**src/common/atb_pkg.sv**
```systemverilog
// Shared constants and carriers for the timer time base.
// Assumes a single synchronous clock domain and an Avalon-MM register slave.
package atb_pkg;

  // ----------------------------------------------------------------
  // Register byte addresses
  // ----------------------------------------------------------------
  localparam logic [4:0] ADDR_CTRL    = 5'h00;
  localparam logic [4:0] ADDR_EVGEN   = 5'h04;
  localparam logic [4:0] ADDR_STATUS  = 5'h08;
  localparam logic [4:0] ADDR_SLAVE   = 5'h0C;
  localparam logic [4:0] ADDR_COUNT   = 5'h10;
  localparam logic [4:0] ADDR_PRESC   = 5'h14;
  localparam logic [4:0] ADDR_PERIOD  = 5'h18;
  localparam logic [4:0] ADDR_REPEAT  = 5'h1C;

  // ----------------------------------------------------------------
  // Field positions in the control, event-generation and slave-control registers
  // ----------------------------------------------------------------
  localparam int CTRL_RUN   = 0;
  localparam int CTRL_UPDATE_DISABLE  = 1;
  localparam int CTRL_URS   = 2;
  localparam int CTRL_DIR   = 4;
  localparam int CTRL_CMS_L = 5;
  localparam int CTRL_APRE  = 7;
  localparam int CTRL_UIE   = 8;
  localparam int EVGEN_UG   = 0;
  localparam int SLV_MODE_L = 0;
  localparam int SLV_ECLK   = 3;
  localparam int SLV_SRC_L  = 4;

  // ----------------------------------------------------------------
  // Reset values and fixed figures
  // ----------------------------------------------------------------
  localparam logic [15:0] PERIOD_RESET = 16'hFFFF;
  localparam logic [15:0] ZERO16       = 16'h0000;
  localparam logic [7:0]  REPEAT_RESET = 8'h00;
  localparam logic [2:0]  SLAVE_NORMAL = 3'h0;

  typedef enum logic [1:0] {ATB_SRC_MASTER, ATB_SRC_TIMER_IN, ATB_SRC_EXT_TRIG, ATB_SRC_INT_TRIG} atb_clk_src_t;

  typedef struct packed {
    logic        run;
    logic        updateDisable;
    logic        updateReqSource;
    logic        dirDown;
    logic [1:0]  centerAlign;
    logic        periodPreload;
    logic        updateIrqEn;
  } atb_ctrl_t;

  typedef struct packed {
    logic        overflow;
    logic        underflow;
    logic        updateEvent;
  } atb_events_t;

endpackage : atb_pkg

```
**src/hw/atb_time_base.sv**
```systemverilog
// Time base of an advanced 16-bit timer: prescaler, counter, period shadow, repetition counter.
// Assumes an Avalon-MM master on clk_sys and external tick sources already synchronous to clk_sys.
module atb_time_base #(
  parameter int REP_W = 8
) (
  input  wire logic                clk_sys,
  input  wire logic                sys_rst,
  input  wire logic [4:0]          avs_address,
  input  wire logic                avs_read,
  input  wire logic                avs_write,
  input  wire logic [31:0]         avs_writedata,
  input  wire logic [3:0]          avs_byteenable,
  output logic      [31:0]         avs_readdata,
  output logic                     avs_waitrequest,
  input  wire logic                timerInputTick,
  input  wire logic                extTriggerTick,
  input  wire logic                internalTriggerTick,
  input  wire logic                triggerUpdate,
  output atb_pkg::atb_events_t     events,
  output logic                     countEnable,
  output logic      [15:0]         counterValue,
  output logic                     updateIrq
);
  import atb_pkg::*;

  // ----------------------------------------------------------------
  // Register state
  // ----------------------------------------------------------------
  atb_ctrl_t   ctrl;
  logic [6:0]  slaveCtrl;
  logic [15:0] presPreload;
  logic [15:0] presShadow;
  logic [15:0] presCount;
  logic [15:0] periodPreload;
  logic [15:0] periodShadow;
  logic [15:0] next_periodShadow;
  logic [REP_W-1:0] repeatReg;
  logic [REP_W-1:0] repeatCount;
  logic        updateFlag;
  logic        ackPending;
  logic        swUpdate;
  logic        cntWrite;
  logic [15:0] cntWriteData;

  logic        wrCycle;
  logic        rdCycle;
  logic        tick;
  logic        psDone;
  logic        cntTick;
  logic        ovf;
  logic        unf;
  logic        forcedUpdate;
  logic        repZero;
  logic        updateEv;
  logic        setFlag;
  logic        centered;
  logic        normalMode;
  atb_clk_src_t clkSrc;

  // One wait state on every access, so waitrequest is low only in the second cycle.
  assign avs_waitrequest = (avs_read | avs_write) & ~ackPending;
  assign wrCycle = avs_write & ackPending;
  // Read data loads in the first cycle of a read, so it stands when waitrequest drops.
  assign rdCycle = avs_read & ~ackPending;

  always_ff @(posedge clk_sys)
  begin
    if (sys_rst)
      ackPending <= 1'b0;
    else
      ackPending <= (avs_read | avs_write) & ~ackPending;
  end

  // ----------------------------------------------------------------
  // Control and configuration writes
  // ----------------------------------------------------------------
  assign centered   = (ctrl.centerAlign != 2'h0);
  assign normalMode = (slaveCtrl[SLV_MODE_L +: 3] == SLAVE_NORMAL) & ~slaveCtrl[SLV_ECLK];

  always_ff @(posedge clk_sys)
  begin
    if (sys_rst)
    begin
      ctrl        <= '0;
      slaveCtrl   <= '0;
      presPreload <= ZERO16;
      periodPreload <= PERIOD_RESET;
      repeatReg   <= '0;
    end
    else if (wrCycle && avs_byteenable[0])
    begin
      case (avs_address)
        ADDR_CTRL:
        begin
          ctrl.run             <= avs_writedata[CTRL_RUN];
          ctrl.updateDisable   <= avs_writedata[CTRL_UPDATE_DISABLE];
          ctrl.updateReqSource <= avs_writedata[CTRL_URS];
          ctrl.centerAlign     <= avs_writedata[CTRL_CMS_L +: 2];
          ctrl.periodPreload   <= avs_writedata[CTRL_APRE];
          ctrl.updateIrqEn     <= avs_writedata[CTRL_UIE];
          if (!centered)
            ctrl.dirDown <= avs_writedata[CTRL_DIR];
        end
        ADDR_SLAVE:  slaveCtrl <= avs_writedata[6:0];
        ADDR_PRESC:  presPreload <= avs_writedata[15:0];
        ADDR_PERIOD: periodPreload <= avs_writedata[15:0];
        ADDR_REPEAT: repeatReg <= avs_writedata[REP_W-1:0];
        default:     ;
      endcase
    end
    // Direction tracking stands apart from the write chain, so only a counter write, which takes priority here, can swallow a turn.
    if (!sys_rst && centered)
    begin
      if (cntWrite)
      begin
        if (cntWriteData == ZERO16)
          ctrl.dirDown <= 1'b0;
        else if (cntWriteData == periodShadow)
          ctrl.dirDown <= 1'b1;
      end
      else if (ovf)
        ctrl.dirDown <= 1'b1;
      else if (unf)
        ctrl.dirDown <= 1'b0;
    end
  end

  // Software-generated update and counter writes are one-cycle strobes.
  always_ff @(posedge clk_sys)
  begin
    if (sys_rst)
    begin
      swUpdate     <= 1'b0;
      cntWrite     <= 1'b0;
      cntWriteData <= ZERO16;
    end
    else
    begin
      swUpdate     <= wrCycle && avs_byteenable[0] && avs_address == ADDR_EVGEN && avs_writedata[EVGEN_UG];
      cntWrite     <= wrCycle && avs_byteenable[0] && avs_address == ADDR_COUNT;
      cntWriteData <= avs_writedata[15:0];
    end
  end

  // ----------------------------------------------------------------
  // Prescaler
  // ----------------------------------------------------------------
  assign clkSrc = atb_clk_src_t'(slaveCtrl[SLV_SRC_L +: 2]);

  always_comb
  begin
    case (clkSrc)
      ATB_SRC_MASTER:   tick = 1'b1;
      ATB_SRC_TIMER_IN: tick = timerInputTick;
      ATB_SRC_EXT_TRIG: tick = extTriggerTick;
      ATB_SRC_INT_TRIG: tick = internalTriggerTick;
      default:          tick = 1'b1;
    endcase
  end

  always_ff @(posedge clk_sys)
  begin
    if (sys_rst)
      countEnable <= 1'b0;
    else
      countEnable <= ctrl.run;
  end

  assign forcedUpdate = swUpdate | triggerUpdate;
  assign psDone  = (presCount == presShadow);
  assign cntTick = countEnable & tick & psDone & ~forcedUpdate;

  always_ff @(posedge clk_sys)
  begin
    if (sys_rst)
      presCount <= ZERO16;
    else if (forcedUpdate)
      presCount <= ZERO16;
    else if (countEnable && tick)
      presCount <= psDone ? ZERO16 : presCount + 16'h0001;
  end

  // ----------------------------------------------------------------
  // Counter and update generation
  // ----------------------------------------------------------------
  assign ovf = cntTick & (centered ? (~ctrl.dirDown & counterValue == periodShadow - 16'h0001)
                                   : (~ctrl.dirDown & counterValue == periodShadow));
  assign unf = cntTick & ctrl.dirDown & (counterValue == ZERO16 || (centered && counterValue == 16'h0001));
  assign repZero  = (repeatCount == '0);
  assign updateEv = ~ctrl.updateDisable & (forcedUpdate | ((ovf | unf) & repZero));
  assign setFlag  = updateEv & ~(swUpdate & ctrl.updateReqSource);
  assign next_periodShadow = (!ctrl.periodPreload || updateEv) ? periodPreload : periodShadow;

  always_ff @(posedge clk_sys)
  begin
    if (sys_rst)
      counterValue <= ZERO16;
    else if (cntWrite)
      counterValue <= cntWriteData;
    // A forced update reinitialises the counter even while update events are disabled.
    else if (forcedUpdate)
    begin
      if (centered || !ctrl.dirDown)
        counterValue <= ZERO16;
      else
        counterValue <= next_periodShadow;
    end
    else if (cntTick)
    begin
      if (ovf && !centered)
        counterValue <= ZERO16;
      else if (unf && !centered)
        counterValue <= next_periodShadow;
      else if (ovf)
        counterValue <= counterValue - 16'h0001;
      else if (unf)
        counterValue <= ZERO16;
      else if (ctrl.dirDown)
        counterValue <= counterValue - 16'h0001;
      else
        counterValue <= counterValue + 16'h0001;
    end
  end

  // The period shadow follows the preload directly unless preload is enabled.
  always_ff @(posedge clk_sys)
  begin
    if (sys_rst)
    begin
      periodShadow <= PERIOD_RESET;
      presShadow   <= ZERO16;
    end
    else
    begin
      if (!ctrl.periodPreload || updateEv)
        periodShadow <= periodPreload;
      if (updateEv)
        presShadow <= presPreload;
    end
  end

  // Each overflow and underflow counts in center mode, halving the span.
  always_ff @(posedge clk_sys)
  begin
    if (sys_rst)
      repeatCount <= REP_W'(REPEAT_RESET);
    else if (forcedUpdate)
      repeatCount <= repeatReg;
    else if (ovf || unf)
      repeatCount <= repZero ? repeatReg : repeatCount - 1'b1;
  end

  // ----------------------------------------------------------------
  // Status flag, interrupt and read-back
  // ----------------------------------------------------------------
  always_ff @(posedge clk_sys)
  begin
    if (sys_rst)
      updateFlag <= 1'b0;
    else if (setFlag)
      updateFlag <= 1'b1;
    else if (wrCycle && avs_byteenable[0] && avs_address == ADDR_STATUS && !avs_writedata[0])
      updateFlag <= 1'b0;
  end

  assign updateIrq = updateFlag & ctrl.updateIrqEn;

  always_ff @(posedge clk_sys)
  begin
    if (sys_rst)
      events <= '0;
    else
      events <= '{overflow: ovf, underflow: unf, updateEvent: updateEv};
  end

  always_ff @(posedge clk_sys)
  begin
    if (sys_rst)
      avs_readdata <= 32'h00000000;
    else if (rdCycle)
    begin
      case (avs_address)
        ADDR_CTRL:   avs_readdata <= {23'h000000, ctrl.updateIrqEn, ctrl.periodPreload, ctrl.centerAlign,
                                      ctrl.dirDown, 1'b0, ctrl.updateReqSource, ctrl.updateDisable, ctrl.run};
        ADDR_STATUS: avs_readdata <= {31'h00000000, updateFlag};
        ADDR_SLAVE:  avs_readdata <= {25'h0000000, slaveCtrl};
        ADDR_COUNT:  avs_readdata <= {16'h0000, counterValue};
        ADDR_PRESC:  avs_readdata <= {16'h0000, presPreload};
        ADDR_PERIOD: avs_readdata <= {16'h0000, periodPreload};
        ADDR_REPEAT: avs_readdata <= {{(32-REP_W){1'b0}}, repeatReg};
        default:     avs_readdata <= 32'h00000000;
      endcase
    end
  end

  // ----------------------------------------------------------------
  // Checks
  // ----------------------------------------------------------------
  a_enable_follows: assert property (@(posedge clk_sys) disable iff (sys_rst) countEnable == $past(ctrl.run))
    else $error("count enable does not follow run bit");
  a_update_disable_blocks: assert property (@(posedge clk_sys) disable iff (sys_rst) ctrl.updateDisable |-> !updateEv)
    else $error("update while disabled");
  a_force_update: assert property (@(posedge clk_sys) disable iff (sys_rst)
      (forcedUpdate && !ctrl.updateDisable) |=> presCount == ZERO16 && repeatCount == $past(repeatReg))
    else $error("forced update did not restart");
  a_urs_noflag: assert property (@(posedge clk_sys) disable iff (sys_rst)
      (swUpdate && ctrl.updateReqSource && !updateFlag && !ovf && !unf) |=> !updateFlag)
    else $error("flag set by generate bit with source select");
  a_flag_sets: assert property (@(posedge clk_sys) disable iff (sys_rst) setFlag |=> updateFlag)
    else $error("update flag not set");
  a_shadow_load: assert property (@(posedge clk_sys) disable iff (sys_rst)
      updateEv |=> presShadow == $past(presPreload) && periodShadow == $past(periodPreload))
    else $error("shadows not reloaded");
  a_up_wrap: assert property (@(posedge clk_sys) disable iff (sys_rst)
      (ovf && !centered && !cntWrite && !forcedUpdate) |=> counterValue == ZERO16)
    else $error("up count did not wrap");
  a_center_turn: assert property (@(posedge clk_sys) disable iff (sys_rst)
      (centered && ovf && !cntWrite) |=> ctrl.dirDown)
    else $error("direction not turned at overflow");
  a_center_bottom: assert property (@(posedge clk_sys) disable iff (sys_rst)
      (centered && unf && !cntWrite) |=> !ctrl.dirDown)
    else $error("direction not turned at underflow");
  a_down_reload: assert property (@(posedge clk_sys) disable iff (sys_rst)
      (unf && !centered && !cntWrite) |=> counterValue == periodShadow)
    else $error("down count did not reload the refreshed period");
  a_rep_gate: assert property (@(posedge clk_sys) disable iff (sys_rst)
      ((ovf || unf) && !repZero && !forcedUpdate) |-> !updateEv)
    else $error("update before repetition count reached zero");
  a_ps_restart: assert property (@(posedge clk_sys) disable iff (sys_rst)
      forcedUpdate |=> presCount == ZERO16)
    else $error("prescaler not restarted");
  a_ug_self_clear: assert property (@(posedge clk_sys) disable iff (sys_rst)
      swUpdate |=> !swUpdate)
    else $error("generate strobe longer than one cycle");
  a_flag_holds: assert property (@(posedge clk_sys) disable iff (sys_rst)
      (updateFlag && !(wrCycle && avs_address == ADDR_STATUS)) |=> updateFlag)
    else $error("update flag dropped without a clear");
  a_count_hold: assert property (@(posedge clk_sys) disable iff (sys_rst)
      (!countEnable && !cntWrite && !forcedUpdate) |=> counterValue == $past(counterValue))
    else $error("counter moved while disabled");
  a_irq_level: assert property (@(posedge clk_sys) disable iff (sys_rst)
      (updateFlag && ctrl.updateIrqEn) |-> updateIrq)
    else $error("interrupt missing");

endmodule : atb_time_base

```
**config.mk**
```make
export PLATFORM = sky130hd
export DESIGN_NAME = atb_time_base
export DESIGN_NICKNAME = d
export VERILOG_FILES = /design/src/common/atb_pkg.sv /design/src/hw/atb_time_base.sv
export SDC_FILE = /design/constraint.sdc
export NUM_CORES = 1
export LEC_CHECK = 0
export BUFFER_PORTS_ARGS = -buffer_cell sky130_fd_sc_hd__buf_2
export CAP_MARGIN = 40
export CORE_MARGIN = 2
export CORE_UTILIZATION = 35
export DETAILED_ROUTE_END_ITERATION = 16
export GPL_ROUTABILITY_DRIVEN = 0
export PLACE_DENSITY = 0.59
export RECOVER_POWER = 25
export SYNTH_ARGS = -nofsm -noshare
export SYNTH_HDL_FRONTEND = slang
export SYNTH_SLANG_ARGS = --single-unit
```
**constraint.sdc**
```tcl
create_clock -name clk_sys -period 7.3 [get_ports clk_sys]
set_clock_uncertainty 0.1 [all_clocks]
set_input_delay 1.46 -clock clk_sys [delete_from_list [all_inputs] [get_ports clk_sys]]
set_output_delay 1.46 -clock clk_sys [all_outputs]
set_load 0.005 [all_outputs]
```
# Word level (Yosys, flattened, before mapping)

Cells that the tools add are included.

Flip-flop bits (word level): 183
Output and inout port bits: 54
Word-level logic and storage cells: 135

Add/subtract/negate cells: 5
Equality and inequality tests: 15
Mux-type cells: 29
Bitwise logic cells: 25
Reduce and logical (&&, ||, !) cells: 35

Operator list:

| kind                                                                 | number |
|---|---|
| 16-bit two-way mux                                                   | 11 |
| 16-bit case mux with 7 select lines                                  | 1 |
| 16-bit == test                                                       | 4 |
| 16-bit by 1-bit adder with 16-bit output, second input constant      | 2 |
| 16-bit logical NOT                                                   | 2 |
| 16-bit by 1-bit subtractor with 16-bit output, second input constant | 2 |
| 8-bit two-way mux                                                    | 3 |
| 5-bit == test, second input constant                                 | 4 |
| 1-bit bitwise AND                                                    | 16 |
| 16-bit by 1-bit == test with 1-bit output, second input constant     | 1 |
| 5-bit two-way mux                                                    | 3 |
| 1-bit logical AND                                                    | 11 |
| 5-bit by 4-bit == test with 1-bit output, second input constant      | 2 |
| 1-bit two-way mux                                                    | 10 |
| 2-bit AND reduction                                                  | 5 |
| 8-bit logical NOT                                                    | 1 |
| 8-bit by 1-bit subtractor with 8-bit output, second input constant   | 1 |
| 2-bit nonzero test                                                   | 3 |
| 5-bit by 3-bit == test with 1-bit output, second input constant      | 1 |
| 1-bit logical NOT                                                    | 5 |
| 5-bit logical NOT                                                    | 1 |
| 1-bit inverter                                                       | 5 |
| 2-bit == test, second input constant                                 | 2 |
| 1-bit logical OR                                                     | 4 |
| other kinds (6)                                                      | 9 |

# Logic depth before layout (Yosys ltp)

Depth after elaboration: 18
Mapped depth: 15
Mapped depth without buffers: 12

# Least setup slack after synthesis

OpenSTA, ideal clock, no wires.

Kind: input port to flip-flop
Start point: input internalTriggerTick
End point: register counterValue[5]
Arrival: 3,948 ps
Slack: 3,131 ps
Stages: 12
Path through: mux2i_1 > a211oi_1 > and2_1 > and3_1 > buf_4 > or2b_4 > a311oi_1 > or2_1 > buf_6 > mux2i_1 > o31a_1 > o311a_1

Word-level cells in the longest chain between the ends: 17
Elaborated cells between the ends (all ways): 24

Ends and longest elaborated chain:

| what                                   | RTL line             | text |
|---|---|---|
| start: declaration                     | atb_time_base.sv:17  | `input wire logic internalTriggerTick,` |
| 1-bit case mux with 4 select lines (*) | atb_time_base.sv:152 | `case (clkSrc)` |
| 1-bit bitwise AND (*) (3 in a row)     | atb_time_base.sv:171 | `assign cntTick = countEnable & tick & psDone & ~forcedUpdate;` |
| 1-bit bitwise AND (2 in a row)         | atb_time_base.sv:188 | `assign unf = cntTick & ctrl.dirDown & (counterValue == ZERO16 \|\| (centered && counterValue == 16'h0001));` |
| 1-bit OR                               | atb_time_base.sv:190 | `assign updateEv = ~ctrl.updateDisable & (forcedUpdate \| ((ovf \| unf) & repZero));` |
| 1-bit bitwise AND                      | atb_time_base.sv:190 |  |
| 1-bit OR                               | atb_time_base.sv:190 |  |
| 1-bit bitwise AND                      | atb_time_base.sv:190 |  |
| 1-bit logical OR                       | atb_time_base.sv:192 | `assign next_periodShadow = (!ctrl.periodPreload \|\| updateEv) ? periodPreload : periodShadow;` |
| 16-bit two-way mux                     | n/a                  |  |
| 16-bit two-way mux                     | atb_time_base.sv:212 | `else if (unf && !centered)` |
| 16-bit two-way mux                     | atb_time_base.sv:210 | `if (ovf && !centered)` |
| 16-bit two-way mux                     | atb_time_base.sv:208 | `else if (cntTick)` |
| 16-bit two-way mux                     | atb_time_base.sv:201 | `else if (forcedUpdate)` |
| 16-bit two-way mux                     | atb_time_base.sv:198 | `else if (cntWrite)` |
| end signal: assignment                 | atb_time_base.sv:199 | `counterValue <= cntWriteData;` |
| end signal: assignment                 | atb_time_base.sv:206 | `counterValue <= next_periodShadow;` |
| end signal: assignment                 | atb_time_base.sv:213 | `counterValue <= next_periodShadow;` |
| end: declaration                       | atb_time_base.sv:21  | `output logic [15:0] counterValue,` |

Every way passes the cells marked *; elsewhere a longest branch is shown, timed or not. The select of a mux whose other input is x is not followed.
A chain may end at the register's enable or synchronous reset.

==> qor.yml <==
violations: "max-capacitance violations, max-slew violations"
cp.required_ns: 7.52
clkPwrFrac_pct: 42.5
syn_area_sq_um: 9240
syn_area_per_cell_sq_um: 7.98
synth_seq_cells: 167
yosys-top-cells-count: "dfxtp_1 (167), nor2_1 (127), nand2_1 (121)"
root_buffer: "clkbuf_16"
yosys_warnings: 0
synth_edf_count: 0
ios: 103
cp_max_fo: 85
wire_per_inst_um: 18.9
synth.top_cell.area_share_pct: 36.2
async_flop_share_pct: 0
synth_ff_type: "dfxtp_1"
via_per_inst: 5.60
htreeDepth: 4
core-area_sq_um: 26000
initial_core_util_pct: 35.5
netlist_instances: 1157
end_kind: "register"
die_h_um: 166
fp.dieArea_sq_um: 27700
synthTopCellsByArea: "dfxtp_1 (36%), nor2_1 (5.2%), nand2_1 (4.9%)"
wl_mm: 28.9
die_w_um: 166
power.switching_mw: 0.532
synthMostInstantiatedCell: "dfxtp_1"
p_comb_share_pct: 10.4
nets: 1234
hold_violations: 0
timing.rr.start: "counterValue[12]"
ir_drop_v: 0.000169
slowest_stage: "clkbuf_1"
post-route-drc-count: 0
cts_setup_buffers: 0
max_freq_mhz: 208
grt_pass1_vias: 7854
nFillCells: 2675
clkSinkCount: 167
seq_area_frac_synth_pct: 36.2
power_density_nw_per_um2: 196
num_vias: 8538
leakage_nw: 3.60
drt_iter0_drc: 778
yosys.area.top_type: "dfxtp_1"
cts_buffer_depth: 2
path_class: "primary input to register"
crit_buf_inv: 2
diodes: 0
min_period_ns: 4.81
worstHoldStart: "slaveCtrl[0]"
crit_start: "sys_rst"
grt_usage_pct: 20.5
clk_latency_ns: 0.43
rsz0062_at_grt: "false"
slew-limit-headroom_pct: -117
grt_max_degree: 86
dp_slack_ns: 2.49
setup_violations: 0
cap_violations: 1
synth_cell_type_count: 76
status: "finished with violations"
crit_family: "buffers and inverters"
drv_slew: 71
start_kind: "primary input"
dr.pass1.iters: 6
antenna_found_initial: 0
worstMarginPinSlew_ns: 3.25
finalSetupTns_ns: 0
p_int_mw: 1.49
crit_chain: "clkbuf_1 > buf_4 > nor3_1 > o21a_1"
path_clk_slew_ns: 0.06
finalCritPeriodShare_pct: 65.9
swShare_pct: 26.3
fin_ws_ns: 2.49
grt_overflow_total: 0
ant_nets: 0
rows: 59
critPathMaxStageDelay_ns: 2.26
cts_resized: 0
drive_above_1_share_pct: 11.9
tritoncts: "built"
area_growth_pct: 11.5
dpl.hpwl_mm: 21.3
hold_class: "register to register"
arrival_ns: 5.04
grt_pass1_wl_mm: 44.9
numCtsBuffers: 17
port_buffers: 67
cts_hold_buf: 0
seqPwrFrac_pct: 47.2
layer usage:
metal | part of all wire, % | vias up | global-route usage, %
li1 | - | 4096 | -
met5 | 0 | - | 0
met1 | 44 | 4031 | 27.8
met3 | 7.0 | 47 | 4.18
met2 | 46 | 364 | 32.0
met4 | 3.0 | 0 | 8.02
power groups by stage:
stage	Combinational (mW)	Sequential, mW	Clock (mW)
2_1_floorplan	0.161	0.959	0
3_3_place_gp	0.206	0.974	0
3_5_place_dp	0.207	0.974	0
4_1_cts	0.208	0.954	0.882
5_1_grt	0.233	0.956	0.928
6_report	0.209	0.954	0.860
sequential cells by signal, indices dropped and copies added (netlist names):
signal,count
slaveCtrl,7
repeatCount,8
swUpdate,1
events,3
updateFlag,1
presPreload,16
ctrl,8
presCount,16
counterValue,16
avs_readdata,16
ackPending,1
cntWriteData,16
presShadow,16
cntWrite,1
periodPreload,16
periodShadow,16
repeatReg,8
countEnable,1
placed cells by master (no fill, tap or decap), types with 6 or more instances in the layout:
master	n
nor4_1	14
clkbuf_16	17
mux2_2	11
nor2b_1	43
xor2_1	26
inv_1	19
a222oi_1	8
buf_4	17
nand2_1	121
mux2i_1	37
clkbuf_1	14
a21oi_1	86
conb_1	16
a22oi_1	24
a31oi_1	14
and3_1	13
buf_2	58
ha_1	7
nand4_1	19
nand3b_1	8
xnor2_1	50
o21ai_0	24
nand2b_1	19
dfxtp_1	167
nor3_1	45
or2_1	7
or2_2	9
and4_1	6
nand3_1	37
nor2_1	127
a211o_1	18
worst paths after layout:
path / to / slack (ns) / depth (start not counted)
worst max-delay path: counterValue[11] / 2.49 / 4
worst min-delay path: slaveCtrl[0] / 0.35 / 2
worst max register to register: counterValue[1] / 3.05 / 12
worst min register to register: slaveCtrl[0] / 0.35 / 2
per-stage QoR:
step	hold slack [ns]	util [%]	instances	power, mW	cell area, sq um
2_1_floorplan	0.333	-	1172	1.12	9290
3_3_place_gp	0.340	37.3	1489	1.18	9700
3_5_place_dp	0.345	37.6	1494	1.18	9760
4_1_cts	0.354	39.7	1526	2.04	10300
5_1_grt	0.374	39.6	1526	2.12	10300
6_report	0.352	39.6	1526	2.02	10300
worst reg2reg max path: stages (launching register included):
cell and delay, ns:
dfxtp_1 0.30, clkbuf_1 0.34, or4_1 0.56, or4_1 0.42, nor3_2 0.23, and3_1 0.37
or2b_4 0.24, a311oi_1 0.08, or2_1 0.43, buf_16 0.25, mux2_2 0.28, a221oi_1 0.27
a2111oi_0 0.09
area by class of cell:
cell class	count	area, sq um	area share [%]
Clock buffer	22	464	4.51
Tap cell	335	419	4.07
Sequential cell	167	3340	32.5
Inverter	19	71.3	0.692
Multi-Input combinational cell	885	5410	52.5
Clock inverter	10	96.3	0.935
Timing Repair Buffer	88	498	4.83
cells by family after synthesis:
logic type      after synthesis  share of synthesized area [%]
fa+ha+maj                     7                          0.948
simple gates                499                           26.8
mux                          51                           5.84
compound gates              236                           17.0
flops                       167                           36.2
xor+xnor                     76                           7.21
buf+inv                     120                           6.00
other cells                   1                         0.0406
Note: power is estimated with default switching activity, not from simulation.
